==> src/core/tls_pkg.sv <==
// ****************************************************************
// types and constants shared by the load/store unit
// ****************************************************************
package tls_pkg;

  typedef enum logic [1:0] {
    TLS_SZ_BYTE,
    TLS_SZ_HALF,
    TLS_SZ_WORD
  } tls_size_type;

  typedef enum logic [2:0] {
    TLS_OP_NONE,
    TLS_OP_SINGLE,
    TLS_OP_LIT,
    TLS_OP_MULTI,
    TLS_OP_PUSH,
    TLS_OP_POP
  } tls_op_type;

  // ****************************************************************
  // register indices, address steps
  // ****************************************************************
  localparam int          TLS_LIST_W     = 9;
  localparam logic [3:0]  TLS_SP_IDX     = 4'hd;
  localparam logic [3:0]  TLS_LR_IDX     = 4'he;
  localparam logic [3:0]  TLS_PC_IDX     = 4'hf;
  localparam logic [3:0]  TLS_EXTRA_BIT  = 4'h8;
  localparam logic [31:0] TLS_PC_AHEAD   = 32'h4;
  localparam logic [31:0] TLS_WORD_BYTES = 32'h4;

  // ****************************************************************
  // opcode patterns of the 16-bit instruction word
  // ****************************************************************
  localparam logic [4:0] TLS_ENC_LIT    = 5'h09;
  localparam logic [3:0] TLS_ENC_REGOFF = 4'h5;
  localparam logic [2:0] TLS_ENC_WB     = 3'h3;
  localparam logic [3:0] TLS_ENC_HALF   = 4'h8;
  localparam logic [3:0] TLS_ENC_SPREL  = 4'h9;
  localparam logic [3:0] TLS_ENC_MULTI  = 4'hc;
  localparam logic [6:0] TLS_ENC_PUSH   = 7'h5a;
  localparam logic [6:0] TLS_ENC_POP    = 7'h5e;

  // ****************************************************************
  // carriers
  // ****************************************************************
  typedef struct packed {
    logic         req;
    logic         write;
    tls_size_type size;
    logic [31:0]  addr;
    logic [31:0]  wdata;
  } tls_mem_req_type;

  typedef struct packed {
    logic        en;
    logic [3:0]  idx;
    logic [31:0] data;
  } tls_reg_wr_type;

  typedef struct packed {
    logic        en;
    logic [31:0] target;
    logic        tbit;
  } tls_branch_type;

  typedef struct packed {
    tls_op_type              op;
    logic                    load;
    logic                    sgn;
    tls_size_type            size;
    logic                    regoff;
    logic [2:0]              rt;
    logic [3:0]              rn;
    logic [2:0]              rm;
    logic [31:0]             imm;
    logic [TLS_LIST_W-1:0]   mask;
    logic                    wb;
  } tls_dec_type;

endpackage : tls_pkg

==> src/core/tls_agu_ext.sv <==
`timescale 1ns/1ps
// ****************************************************************
// address sum, alignment check, store lane and load extension
// ****************************************************************
module tls_agu_ext (
  // address generation
  input  wire logic [31:0]          base,
  input  wire logic [31:0]          offset,
  input  wire tls_pkg::tls_size_type size,
  input  wire logic                 sgn,
  output logic      [31:0]          addr,
  output logic                      misaligned,
  // data shaping
  input  wire logic [31:0]          store_src,
  input  wire logic [31:0]          load_raw,
  output logic      [31:0]          store_data,
  output logic      [31:0]          load_data
);
  import tls_pkg::*;

  assign addr = base + offset;

  always_comb begin
    case (size)
      TLS_SZ_WORD: misaligned = addr[1:0] != 2'h0;
      TLS_SZ_HALF: misaligned = addr[0];
      default:     misaligned = 1'b0;
    endcase
  end

  always_comb begin
    case (size)
      TLS_SZ_BYTE: store_data = {24'h000000, store_src[7:0]};
      TLS_SZ_HALF: store_data = {16'h0000, store_src[15:0]};
      default:     store_data = store_src;
    endcase
  end

  always_comb begin
    case (size)
      TLS_SZ_BYTE:
        load_data = {{24{sgn & load_raw[7]}}, load_raw[7:0]};
      TLS_SZ_HALF:
        load_data = {{16{sgn & load_raw[15]}}, load_raw[15:0]};
      default:
        load_data = load_raw;
    endcase
  end

endmodule : tls_agu_ext

==> src/core/tls_unit.sv <==
`timescale 1ns/1ps
// Overview of operation
// - stores write word, low byte or low halfword by access form
// - immediate address is base register plus unsigned immediate
// - stack-pointer word offsets 0..1020, eight-bit field times four
// - low-register word offsets 0..124, five-bit field times four
// - halfword offsets 0..62, five-bit field times two
// - byte offsets 0..31, five-bit field unscaled
// - single transfers select only the eight low registers
// - every single-transfer address checked against its access size
// - unaligned access is not performed and raises hard fault
// - no transfer changes the condition flags
// - loads write full word, zero- or sign-extended byte or halfword
// - register-offset address is base plus offset register
// - literal load fetches word-aligned word near the program counter
// - program counter reads as current instruction plus four
// - multiple transfer walks consecutive words from the base upward
// - lowest-numbered register goes to lowest address, ascending order
// - writeback stores base plus four times count into base
// - writeback always, except load whose list holds the base
// - push stores ending at sp minus four, sp gets lowest address
// - pop loads upward from sp, sp ends above highest word
// - pop of pc branches afterwards, bit zero sets state bit
// - push may add link register, pop may add program counter
module tls_unit (
  // clock and reset
  input  wire logic                    clk,
  input  wire logic                    rst,
  // instruction stream
  input  wire logic                    instr_valid,
  input  wire logic [15:0]             instr,
  input  wire logic [31:0]             instr_pc,
  output logic                         instr_ready,
  output logic                         done,
  output logic                         fault,
  // register file
  output logic      [3:0]              reg_rd_idx,
  input  wire logic [31:0]             reg_rd_data,
  output tls_pkg::tls_reg_wr_type      reg_wr,
  output tls_pkg::tls_branch_type      branch,
  output logic                         flags_wr_en,
  // memory bus
  output tls_pkg::tls_mem_req_type     mem,
  input  wire logic                    mem_ack,
  input  wire logic [31:0]             mem_rdata
);
  import tls_pkg::*;

  typedef enum logic [2:0] {
    ST_IDLE, ST_BASE, ST_OFF, ST_ADDR, ST_DATA, ST_MEM, ST_WB
  } tls_state_type;

  // ****************************************************************
  // helpers
  // ****************************************************************
  function automatic logic [3:0] count_regs(
    input logic [TLS_LIST_W-1:0] m);
    logic [3:0] n;
    n = 4'h0;
    for (int i = 0; i < TLS_LIST_W; i++) begin
      n = n + {3'h0, m[i]};
    end
    return n;
  endfunction : count_regs

  // lowest listed bit, mapped to its register index
  function automatic logic [3:0] first_reg(
    input logic [TLS_LIST_W-1:0] m,
    input tls_op_type            op);
    logic [3:0] idx;
    idx = 4'h0;
    for (int i = TLS_LIST_W - 1; i >= 0; i--) begin
      if (m[i]) begin
        idx = i[3:0];
      end
    end
    if (idx == TLS_EXTRA_BIT) begin
      idx = (op == TLS_OP_PUSH) ? TLS_LR_IDX : TLS_PC_IDX;
    end
    return idx;
  endfunction : first_reg

  function automatic tls_dec_type decode(input logic [15:0] f);
    tls_dec_type d;
    d = '0;
    d.size = TLS_SZ_WORD;
    if (f[15:11] == TLS_ENC_LIT) begin
      d.op   = TLS_OP_LIT;
      d.load = 1'b1;
      d.rt   = f[10:8];
      d.imm  = {22'h000000, f[7:0], 2'h0};
    end else if (f[15:12] == TLS_ENC_REGOFF) begin
      d.op     = TLS_OP_SINGLE;
      d.regoff = 1'b1;
      d.rm     = f[8:6];
      d.rn     = {1'b0, f[5:3]};
      d.rt     = f[2:0];
      d.load   = f[11:9] >= 3'h3;
      d.sgn    = f[10:9] == 2'h3;
      case (f[10:9])
        2'h0:    d.size = TLS_SZ_WORD;
        2'h1:    d.size = f[11] ? TLS_SZ_HALF : TLS_SZ_HALF;
        2'h2:    d.size = TLS_SZ_BYTE;
        default: d.size = f[11] ? TLS_SZ_HALF : TLS_SZ_BYTE;
      endcase
    end else if (f[15:13] == TLS_ENC_WB) begin
      d.op   = TLS_OP_SINGLE;
      d.load = f[11];
      d.rn   = {1'b0, f[5:3]};
      d.rt   = f[2:0];
      d.size = f[12] ? TLS_SZ_BYTE : TLS_SZ_WORD;
      d.imm  = f[12] ? {27'h0000000, f[10:6]}
                     : {25'h0000000, f[10:6], 2'h0};
    end else if (f[15:12] == TLS_ENC_HALF) begin
      d.op   = TLS_OP_SINGLE;
      d.load = f[11];
      d.rn   = {1'b0, f[5:3]};
      d.rt   = f[2:0];
      d.size = TLS_SZ_HALF;
      d.imm  = {26'h0000000, f[10:6], 1'b0};
    end else if (f[15:12] == TLS_ENC_SPREL) begin
      d.op   = TLS_OP_SINGLE;
      d.load = f[11];
      d.rn   = TLS_SP_IDX;
      d.rt   = f[10:8];
      d.imm  = {22'h000000, f[7:0], 2'h0};
    end else if (f[15:12] == TLS_ENC_MULTI) begin
      d.op   = TLS_OP_MULTI;
      d.load = f[11];
      d.rn   = {1'b0, f[10:8]};
      d.mask = {1'b0, f[7:0]};
      d.wb   = !f[11] || !f[f[10:8]];
    end else if (f[15:9] == TLS_ENC_PUSH) begin
      d.op   = TLS_OP_PUSH;
      d.rn   = TLS_SP_IDX;
      d.mask = f[8:0];
      d.wb   = 1'b1;
    end else if (f[15:9] == TLS_ENC_POP) begin
      d.op   = TLS_OP_POP;
      d.load = 1'b1;
      d.rn   = TLS_SP_IDX;
      d.mask = f[8:0];
      d.wb   = 1'b1;
    end
    // an empty list does nothing; legal code never gives one
    if (d.op inside {TLS_OP_MULTI, TLS_OP_PUSH, TLS_OP_POP}
        && d.mask == '0) begin
      d.op = TLS_OP_NONE;
    end
    return d;
  endfunction : decode

  // ****************************************************************
  // state
  // ****************************************************************
  tls_state_type         state_q;
  tls_dec_type           dec_q;
  tls_dec_type           dec_w;
  logic [31:0]           base_q;
  logic [31:0]           off_q;
  logic [31:0]           addr_q;
  logic [31:0]           wb_val_q;
  logic [TLS_LIST_W-1:0] rem_q;
  logic [TLS_LIST_W-1:0] rem_next;
  logic [3:0]            cur_idx_q;
  logic [31:0]           pc_val_q;
  logic                  pc_hit_q;
  logic                  is_list;
  logic [31:0]           list_span;
  logic [31:0]           list_start;
  logic [31:0]           agu_base;
  logic [31:0]           agu_off;
  logic [31:0]           agu_addr;
  logic                  agu_bad;
  logic [31:0]           st_data;
  logic [31:0]           ld_data;
  logic                  acked;
  logic                  more;

  assign dec_w      = decode(instr);
  assign is_list    = dec_q.op inside {TLS_OP_MULTI, TLS_OP_PUSH,
                                       TLS_OP_POP};
  assign list_span  = {26'h0000000, count_regs(dec_q.mask), 2'h0};
  assign list_start = (dec_q.op == TLS_OP_PUSH)
                      ? base_q - list_span : base_q;
  assign agu_base   = is_list ? list_start : base_q;
  assign agu_off    = is_list ? 32'h0 : off_q;
  assign rem_next   = rem_q & (rem_q - 1'b1);
  assign acked      = state_q == ST_MEM && mem_ack;
  assign more       = is_list && rem_next != '0;

  tls_agu_ext u_agu (
    .base       (agu_base),
    .offset     (agu_off),
    .size       (dec_q.size),
    .sgn        (dec_q.sgn),
    .addr       (agu_addr),
    .misaligned (agu_bad),
    .store_src  (reg_rd_data),
    .load_raw   (mem_rdata),
    .store_data (st_data),
    .load_data  (ld_data)
  );

  // ****************************************************************
  // sequencing
  // ****************************************************************
  always_ff @(posedge clk or posedge rst) begin
    if (rst) begin
      state_q    <= ST_IDLE;
      dec_q      <= '0;
      base_q     <= 32'h0;
      off_q      <= 32'h0;
      addr_q     <= 32'h0;
      wb_val_q   <= 32'h0;
      rem_q      <= '0;
      reg_rd_idx <= 4'h0;
    end else begin
      case (state_q)
        ST_IDLE: begin
          if (instr_valid) begin
            dec_q <= dec_w;
            if (dec_w.op == TLS_OP_LIT) begin
              base_q  <= (instr_pc + TLS_PC_AHEAD) & ~32'h3;
              off_q   <= dec_w.imm;
              state_q <= ST_ADDR;
            end else if (dec_w.op != TLS_OP_NONE) begin
              reg_rd_idx <= dec_w.rn;
              state_q    <= ST_BASE;
            end
          end
        end
        ST_BASE: begin
          base_q <= reg_rd_data;
          if (dec_q.regoff) begin
            reg_rd_idx <= {1'b0, dec_q.rm};
            state_q    <= ST_OFF;
          end else begin
            off_q   <= dec_q.imm;
            state_q <= ST_ADDR;
          end
        end
        ST_OFF: begin
          off_q   <= reg_rd_data;
          state_q <= ST_ADDR;
        end
        ST_ADDR: begin
          addr_q   <= agu_addr;
          // push ends on the lowest address, the others above the top
          wb_val_q <= (dec_q.op == TLS_OP_PUSH)
                      ? list_start : base_q + list_span;
          rem_q    <= dec_q.mask;
          if (agu_bad) begin
            state_q <= ST_IDLE;
          end else begin
            reg_rd_idx <= is_list ? first_reg(dec_q.mask, dec_q.op)
                                  : {1'b0, dec_q.rt};
            state_q    <= ST_DATA;
          end
        end
        ST_DATA: begin
          state_q <= ST_MEM;
        end
        ST_MEM: begin
          if (mem_ack) begin
            rem_q <= rem_next;
            if (more) begin
              addr_q     <= addr_q + TLS_WORD_BYTES;
              reg_rd_idx <= first_reg(rem_next, dec_q.op);
              state_q    <= ST_DATA;
            end else begin
              state_q <= ST_WB;
            end
          end
        end
        ST_WB: begin
          state_q <= ST_IDLE;
        end
        default: begin
          state_q <= ST_IDLE;
        end
      endcase
    end
  end

  // ****************************************************************
  // memory bus
  // ****************************************************************
  always_ff @(posedge clk or posedge rst) begin
    if (rst) begin
      mem       <= '0;
      cur_idx_q <= 4'h0;
    end else if (state_q == ST_DATA) begin
      mem.req   <= 1'b1;
      mem.write <= !dec_q.load;
      mem.size  <= dec_q.size;
      mem.addr  <= addr_q;
      mem.wdata <= dec_q.load ? 32'h0 : st_data;
      cur_idx_q <= reg_rd_idx;
    end else if (acked) begin
      mem.req <= 1'b0;
    end
  end

  // ****************************************************************
  // register write-back
  // ****************************************************************
  always_ff @(posedge clk or posedge rst) begin
    if (rst) begin
      reg_wr <= '0;
    end else if (acked && dec_q.load && cur_idx_q != TLS_PC_IDX) begin
      reg_wr.en   <= 1'b1;
      reg_wr.idx  <= cur_idx_q;
      reg_wr.data <= ld_data;
    end else if (state_q == ST_WB && is_list && dec_q.wb) begin
      reg_wr.en   <= 1'b1;
      reg_wr.idx  <= dec_q.rn;
      reg_wr.data <= wb_val_q;
    end else begin
      reg_wr.en <= 1'b0;
    end
  end

  // ****************************************************************
  // branch on pop of the program counter
  // ****************************************************************
  always_ff @(posedge clk or posedge rst) begin
    if (rst) begin
      pc_hit_q <= 1'b0;
      pc_val_q <= 32'h0;
      branch   <= '0;
    end else begin
      if (acked && dec_q.load && cur_idx_q == TLS_PC_IDX) begin
        pc_hit_q <= 1'b1;
        pc_val_q <= mem_rdata;
      end else if (state_q == ST_WB) begin
        pc_hit_q <= 1'b0;
      end
      // taken only at the end of the pop, in the same cycle as the sp update
      branch.en     <= state_q == ST_WB && pc_hit_q;
      branch.target <= {pc_val_q[31:1], 1'b0};
      branch.tbit   <= pc_val_q[0];
    end
  end

  // ****************************************************************
  // handshake with the instruction stream
  // ****************************************************************
  always_ff @(posedge clk or posedge rst) begin
    if (rst) begin
      instr_ready <= 1'b1;
      done        <= 1'b0;
      fault       <= 1'b0;
      flags_wr_en <= 1'b0;
    end else begin
      instr_ready <= (state_q == ST_IDLE && !instr_valid)
                     || (state_q == ST_IDLE && dec_w.op == TLS_OP_NONE)
                     || state_q == ST_WB
                     || (state_q == ST_ADDR && agu_bad);
      done        <= state_q == ST_WB
                     || (state_q == ST_IDLE && instr_valid
                         && dec_w.op == TLS_OP_NONE);
      fault       <= state_q == ST_ADDR && agu_bad;
      flags_wr_en <= 1'b0;
    end
  end
endmodule : tls_unit

==> config.mk <==
export PLATFORM = sky130hd
export DESIGN_NAME = tls_unit
export DESIGN_NICKNAME = d
export VERILOG_FILES = /design/src/core/tls_pkg.sv /design/src/core/tls_agu_ext.sv /design/src/core/tls_unit.sv
export SDC_FILE = /design/constraint.sdc
export NUM_CORES = 1
export LEC_CHECK = 0
export BUFFER_PORTS_ARGS = -buffer_cell sky130_fd_sc_hd__buf_2
export CORE_MARGIN = 1.5
export CORE_UTILIZATION = 59
export DETAILED_ROUTE_END_ITERATION = 6
export MAX_ROUTING_LAYER = met4
export PLACE_DENSITY = 0.81
export SYNTH_ARGS = -nofsm -noshare
export SYNTH_HDL_FRONTEND = slang
export SYNTH_HIERARCHICAL = 1
export SYNTH_SLANG_ARGS = --single-unit
==> constraint.sdc <==
create_clock -name clk -period 14.97 [get_ports clk]
set_clock_uncertainty 0.05 [all_clocks]
set_input_delay 2.994 -clock clk [delete_from_list [all_inputs] [get_ports clk]]
set_output_delay 2.994 -clock clk [all_outputs]
set_load 0.02 [all_outputs]
# Word-level counts from Yosys, hierarchy flattened
# Cells that the tools add are included.
totals:
  out_inout_bits: 147
  ff_bits: 382
  n_memories: 0
  latch_bits: 0
  ramBits: 0
  rom_bits: 0
  inputBits: 116
op_classes:
  n_reduce_logical: 47
  n_eq_ne: 40
  div: 0
  mul: 0
  shifts: 0
  muxes: 115
  magnitude_cmp: 2
  bitwise_logic: 3
  n_addsub: 14
ops:
  columns: ["op", "count"]
  rows:
  - ["$mux W32", 13]
  - ["$pmux W32 S2", 4]
  - ["$mux W4", 45]
  - ["$mux W10", 10]
  - ["$pmux W32 S3", 1]
  - ["$add A32 B3 Y32 const B", 2]
  - ["$mux W42", 1]
  - ["$mux W37", 1]
  - ["$mux W36", 1]
  - ["$mux W7", 5]
  - ["$add A32 B32 Y32", 1]
  - ["$add A32 B6 Y32", 1]
  - ["$sub A32 B6 Y32", 1]
  - ["$mux W3", 10]
  - ["$eq A4 B4 Y1 const B", 6]
  - ["$eq A3 B3 Y1 const B", 7]
  - ["$add A4 B1 Y4", 5]
  - ["$eq A3 B2 Y1 const B", 6]
  - ["$ne A2 B2 Y1 const B", 9]
  - ["$pmux W3 S6", 1]
  - ["$pmux W9 S2", 1]
  - ["$pmux W4 S4", 1]
  - ["$eq A7 B7 Y1 const B", 2]
  - ["$logic_and A1 B1 Y1", 14]
  - ["other kinds (34)", 73]

# Logic depth before layout (Yosys ltp)
depth:
  word_depth: 21
  mapped_depth: 27
  depth_no_buf: 26

# Hierarchy
# Netlist, hierarchy kept.
modules_own_cells:
  columns: ["mod", "cells_each", "instances", "seq_area_each_um2", "area_per_inst_um2"]
  rows:
  - ["tls_unit", 1915, 1, 9009.9, 18432.7]
  - ["tls_agu_ext", 341, 1, 0.0, 2347.3]

# Worst setup path before layout
# No wires, ideal clock.
synth_path:
  path_kind: "reg2reg"
  from: "register dec_q[1] (netlist bit)"
  to: "register addr_q[21]"
  setup_ns: 0.121
  slack_ns: 8.648
  synth_period_minus_slack_ns: 6.322
  t_required_ns: 14.799
  t_arrival_ns: 6.151
  path_buffers: 0
  stages_incl_launch_ff: 24
  cell_sequence: "dfrtp_1 > inv_1 > fa_1 > fa_1 > fa_1 > fa_1 > fa_1 > fa_1 > nor2b_1 > o21bai_1 > nand2_1 > or3_1 > xnor2_1 > ha_1 > nand2_1 > o21ai_2 > or3_1 > nor2_1 > or4b_1 > and3_1 > xnor2_1 > nor2_1 > a31oi_1 > o22a_1"
synth_via:
  elab_chain_len: 13
synth_rtl:
  columns: ["element", "line", "rtl"]
  rows:
  - ["from (decl)", "tls_unit.sv:157", "tls_dec_type dec_q;"]
  - ["from (signal assigned)", "tls_unit.sv:222", "dec_q <= dec_w;"]
  - ["$add A1 B1 Y2", "tls_unit.sv:61", "n = n + {3'h0, m[i]};"]
  - ["$add A2 B1 Y3", "tls_unit.sv:61", null]
  - ["$add A3 B1 Y4", "tls_unit.sv:61", null]
  - ["$add A4 B1 Y4 (5 in a row)", "tls_unit.sv:61", null]
  - ["$sub A32 B6 Y32", "tls_unit.sv:185", "? base_q - list_span : base_q;"]
  - ["$mux W32", "tls_unit.sv:185", null]
  - ["$mux W32", "tls_unit.sv:186", "assign agu_base = is_list ? list_start : base_q;"]
  - ["named net agu_base[8]", "tls_unit.sv:171", "logic [31:0] agu_base;"]
  - ["$add A32 B32 Y32", "tls_agu_ext.sv:21", "assign addr = base + offset;"]
  - ["named net agu_addr[21]", "tls_unit.sv:173", "logic [31:0] agu_addr;"]
  - ["$pmux W32 S2", "tls_unit.sv:219", "case (state_q)"]
  - ["to (signal assigned)", "tls_unit.sv:248", "addr_q <= agu_addr;"]
  - ["to (signal assigned)", "tls_unit.sv:268", "addr_q <= addr_q + TLS_WORD_BYTES;"]
  - ["to (decl)", "tls_unit.sv:161", "logic [31:0] addr_q;"]
# The timed path passes the listed nets, and every way through them passes these cells.
# A chain may end at the register's enable or synchronous reset.

# Worst setup path in the final report
layout_path:
  from: "register dec_q[2] (netlist bit)"
  to: "register addr_q[25]"
# Same word-level chain as after synthesis.

==> run_results.csv <==
group,metric,value,unit
sta,tightest_slew,1.24,ns
floorplan,core_area,34600,um^2
critical_path,required,15.38,ns
final_layout,nFillCells,2745,
route,first_iter_violations,1476,
power_and_ir_drop,max-vdd-ir-drop,0.114,mV
place,io_buffers,258,
sta,fin_tns_setup,0,ns
power_and_ir_drop,p_per_area,221,nW/um^2
final_layout,area_delta_synth_final,12.7,%
final_layout,postLayoutCoreUtil,0.676,
floorplan,io-pin-count,263,
floorplan,die_h,191,um
power_and_ir_drop,p_sw,2.30,mW
final_layout,final_nets,2573,
sta,whs,0.319,ns
synthesis,ys_top_cells_by_area,"dfrtp_1 (43%), nand2_1 (5.3%), o21ai_0 (5.3%)",
clocking,cts_root_buffer,"clkbuf_16",
sta,rsz0062_at_grt,"false",
power_and_ir_drop,swShare,0.444,
job,max_cap_violations,0,
place,placed_cells,2815,
route,wl_per_cell,20.1,um
grt,grt_usage,0.331,
critical_path,endpoint_kind,"flip-flop",
place,dp_hpwl,42.4,mm
final_layout,n_antenna_cell,0,
synthesis,netlist_area,20800,um^2
place,gp_congestion,0.941,
grt,grt_max_degree,88,
route,drt_pass1_iterations,5,
route,routed_via_density,6.20,
clocking,clk_pin_slew,0.06,ns
sta,finalSetupViolations,0,
synthesis,synth.yosys.seq_area_share,0.434,
floorplan,die_area,36400,um^2
synthesis,ys_types,104,
critical_path,arrival,8.15,ns
grt,grt_pass1_vias,17000,
grt,grt_pass1_wl,92.7,mm
sta,fmax,129,MHz
place,placed_cell_area,22100,um^2
synthesis,ys_warn_count,6,
clocking,cts.htree.levels,2,
floorplan,initial_utilization,0.600,
synthesis,synth.most_common_cell,"dfrtp_1",
grt,antenna_found_initial,1,
critical_path,critPathLaunchType,"flip-flop",
synthesis,synth_top_area_frac,0.432,
power_and_ir_drop,power.leakage,10.8,nW
clocking,clk-insertion-delay-late,0.54,ns
synthesis,synthArstFlopShare,1.00,
synthesis,synthFlopType,"dfrtp_1",
clocking,numCtsBuffers,40,
route,antenna_left,0,
min_path,hold_class,"flip-flop to flip-flop",
synthesis,synth-seq-cells,360,
synthesis,yosys-top-cells-count,"dfrtp_1 (359), nand2_1 (295), o21ai_0 (220), nor2_1 (140), clkbuf_1 (124)",
power_and_ir_drop,power_frac_comb,0.478,
clocking,cts_hold_buf,0,
clocking,cts_tree,"built",
clocking,cts_setup_buffers,0,
final_layout,fin_area,23400,um^2
route,wl,58.0,mm
grt,overflow,0,
floorplan,rows,68,
sta,report.final.slew_viol_count,0,
synthesis,synth_edf_count,0,
sta,fin_crit,7.74,ns
clocking,cts.sink_count,360,
synthesis,yosys.area.top_type,"dfrtp_1",
final_layout,drive_gt1_frac,0.198,
status,status,"completed",
synthesis,syn_area_per_cell,9.21,um^2
clocking,cts_buffer_depth,3,
critical_path,worst-path-max-fanout,11,
sta,slew_headroom,0.173,
critical_path,critPathKind,"flip-flop to flip-flop",
power_and_ir_drop,power_frac_seq,0.328,
route,drc,0,
sta,min_period_over_period,0.517,
power_and_ir_drop,power_frac_clock,0.194,
clocking,post_cts_resized,0,
floorplan,die_x,191,um
sta,hold_viol,0,
power_and_ir_drop,cell_internal_pwr,2.88,mW
synthesis,synth_cells,2256,
final_layout,final_cells,2884,
route,via_count,17900,
## final cells by class
cell class	count	area, um^2	share of cell area
clock inverters	15	180	0.00769
repair buffers	278	1440	0.0615
inverters	46	180	0.00769
flip-flops and latches	360	9010	0.385
well taps	455	569	0.0243
multi-input cells	1676	10900	0.464
clock buffers	54	1170	0.0498
## sequential cells by signal (all words and copies together) (netlist names)
name and cells:
addr_q 32, cur_idx_q 4, base_q 32, off_q 32, reg_rd_idx 4, wb_val_q 32
instr_ready 1, mem 68, done 1, state_q 3, reg_wr 37, pc_hit_q 1
dec_q 38, branch 33, rem_q 9, pc_val_q 32, fault 1
## final timing paths
kind                       cells past startpoint         from    endpoint  slack (ns)
max                                           23     dec_q[2]  addr_q[25]        7.23
min                                            0  pc_val_q[2]   branch[3]        0.32
max reg2reg                                   23     dec_q[2]  addr_q[25]        7.23
min reg2reg                                    0  pc_val_q[2]   branch[3]        0.32
max in group asynchronous                      4          rst     mem[18]       10.13
min in group asynchronous                      2          rst  branch[20]        2.46
## power groups by stage
stage | clock network (mW) | registers (mW) | logic, mW
final | 1.00 | 1.70 | 2.48
after global routing | 1.06 | 1.74 | 2.73
after CTS | 1.01 | 1.69 | 2.45
after detailed placement | 0 | 1.70 | 2.42
after global placement | 0 | 1.68 | 2.36
after floorplan | 0 | 1.68 | 1.74
## critical path, cell delays in order (launching register included)
cell       delay [ns]
dfrtp_1          0.39
inv_1            0.21
fa_1             0.49
fa_1             0.54
fa_1             0.43
fa_1             0.42
fa_1             0.59
inv_1            0.10
ha_1             0.30
o21bai_1         0.06
a21oi_1          0.86
o2111ai_1        0.25
or3_1            0.43
xnor2_1          0.15
ha_1             0.42
nand2_1          0.11
nor3_1           0.46
o2111a_1         0.26
o21ai_0          0.14
a21boi_1         0.32
nor2_1           0.09
xnor2_1          0.26
o22ai_1          0.15
a2bb2oi_1        0.17
## cell families (layout without fill, tap and decap cells)
family | after synthesis | count (layout) | share of synthesized area
AND/OR/NAND/NOR | 781 | 781 | 0.187
AO/OA/AOI/OAI | 602 | 602 | 0.185
flip-flops | 360 | 360 | 0.434
buffers and inverters | 221 | 393 | 0.0459
multiplexers | 127 | 127 | 0.0670
XOR/XNOR | 108 | 108 | 0.0455
adder cells (fa/ha/maj) | 56 | 56 | 0.0365
other | 1 | 2 | 0.000180
## layout by cell type (no fill, tap or decap), types with 48 or more instances in the layout
| cell | n |
|---|---|
| dfrtp_1 | 359 |
| nand2_1 | 295 |
| buf_2 | 258 |
| o21ai_0 | 220 |
| nor2_1 | 138 |
| a21oi_1 | 108 |
| mux2_2 | 77 |
| xnor2_1 | 73 |
| nand3_1 | 56 |
| mux2i_1 | 48 |
## per-layer routing
| metal | GRT usage | vias up | part of all wire |
|---|---|---|---|
| li1 | - | 8332 | - |
| met1 | 0.491 | 8651 | 0.47 |
| met2 | 0.484 | 791 | 0.43 |
| met3 | 0.0410 | 97 | 0.077 |
| met4 | 0.0763 | 0 | 0.019 |
| met5 | - | - | 0 |
## through the flow
stage / setup WS, ns / power [mW]
after floorplan: 1.94 / 3.42
after global placement: 7.55 / 4.04
after detailed placement: 7.38 / 4.13
after CTS: 7.32 / 5.15
after global routing: 6.92 / 5.53
final: 7.23 / 5.18
No activity file was read; power rests on OpenSTA's default activity.
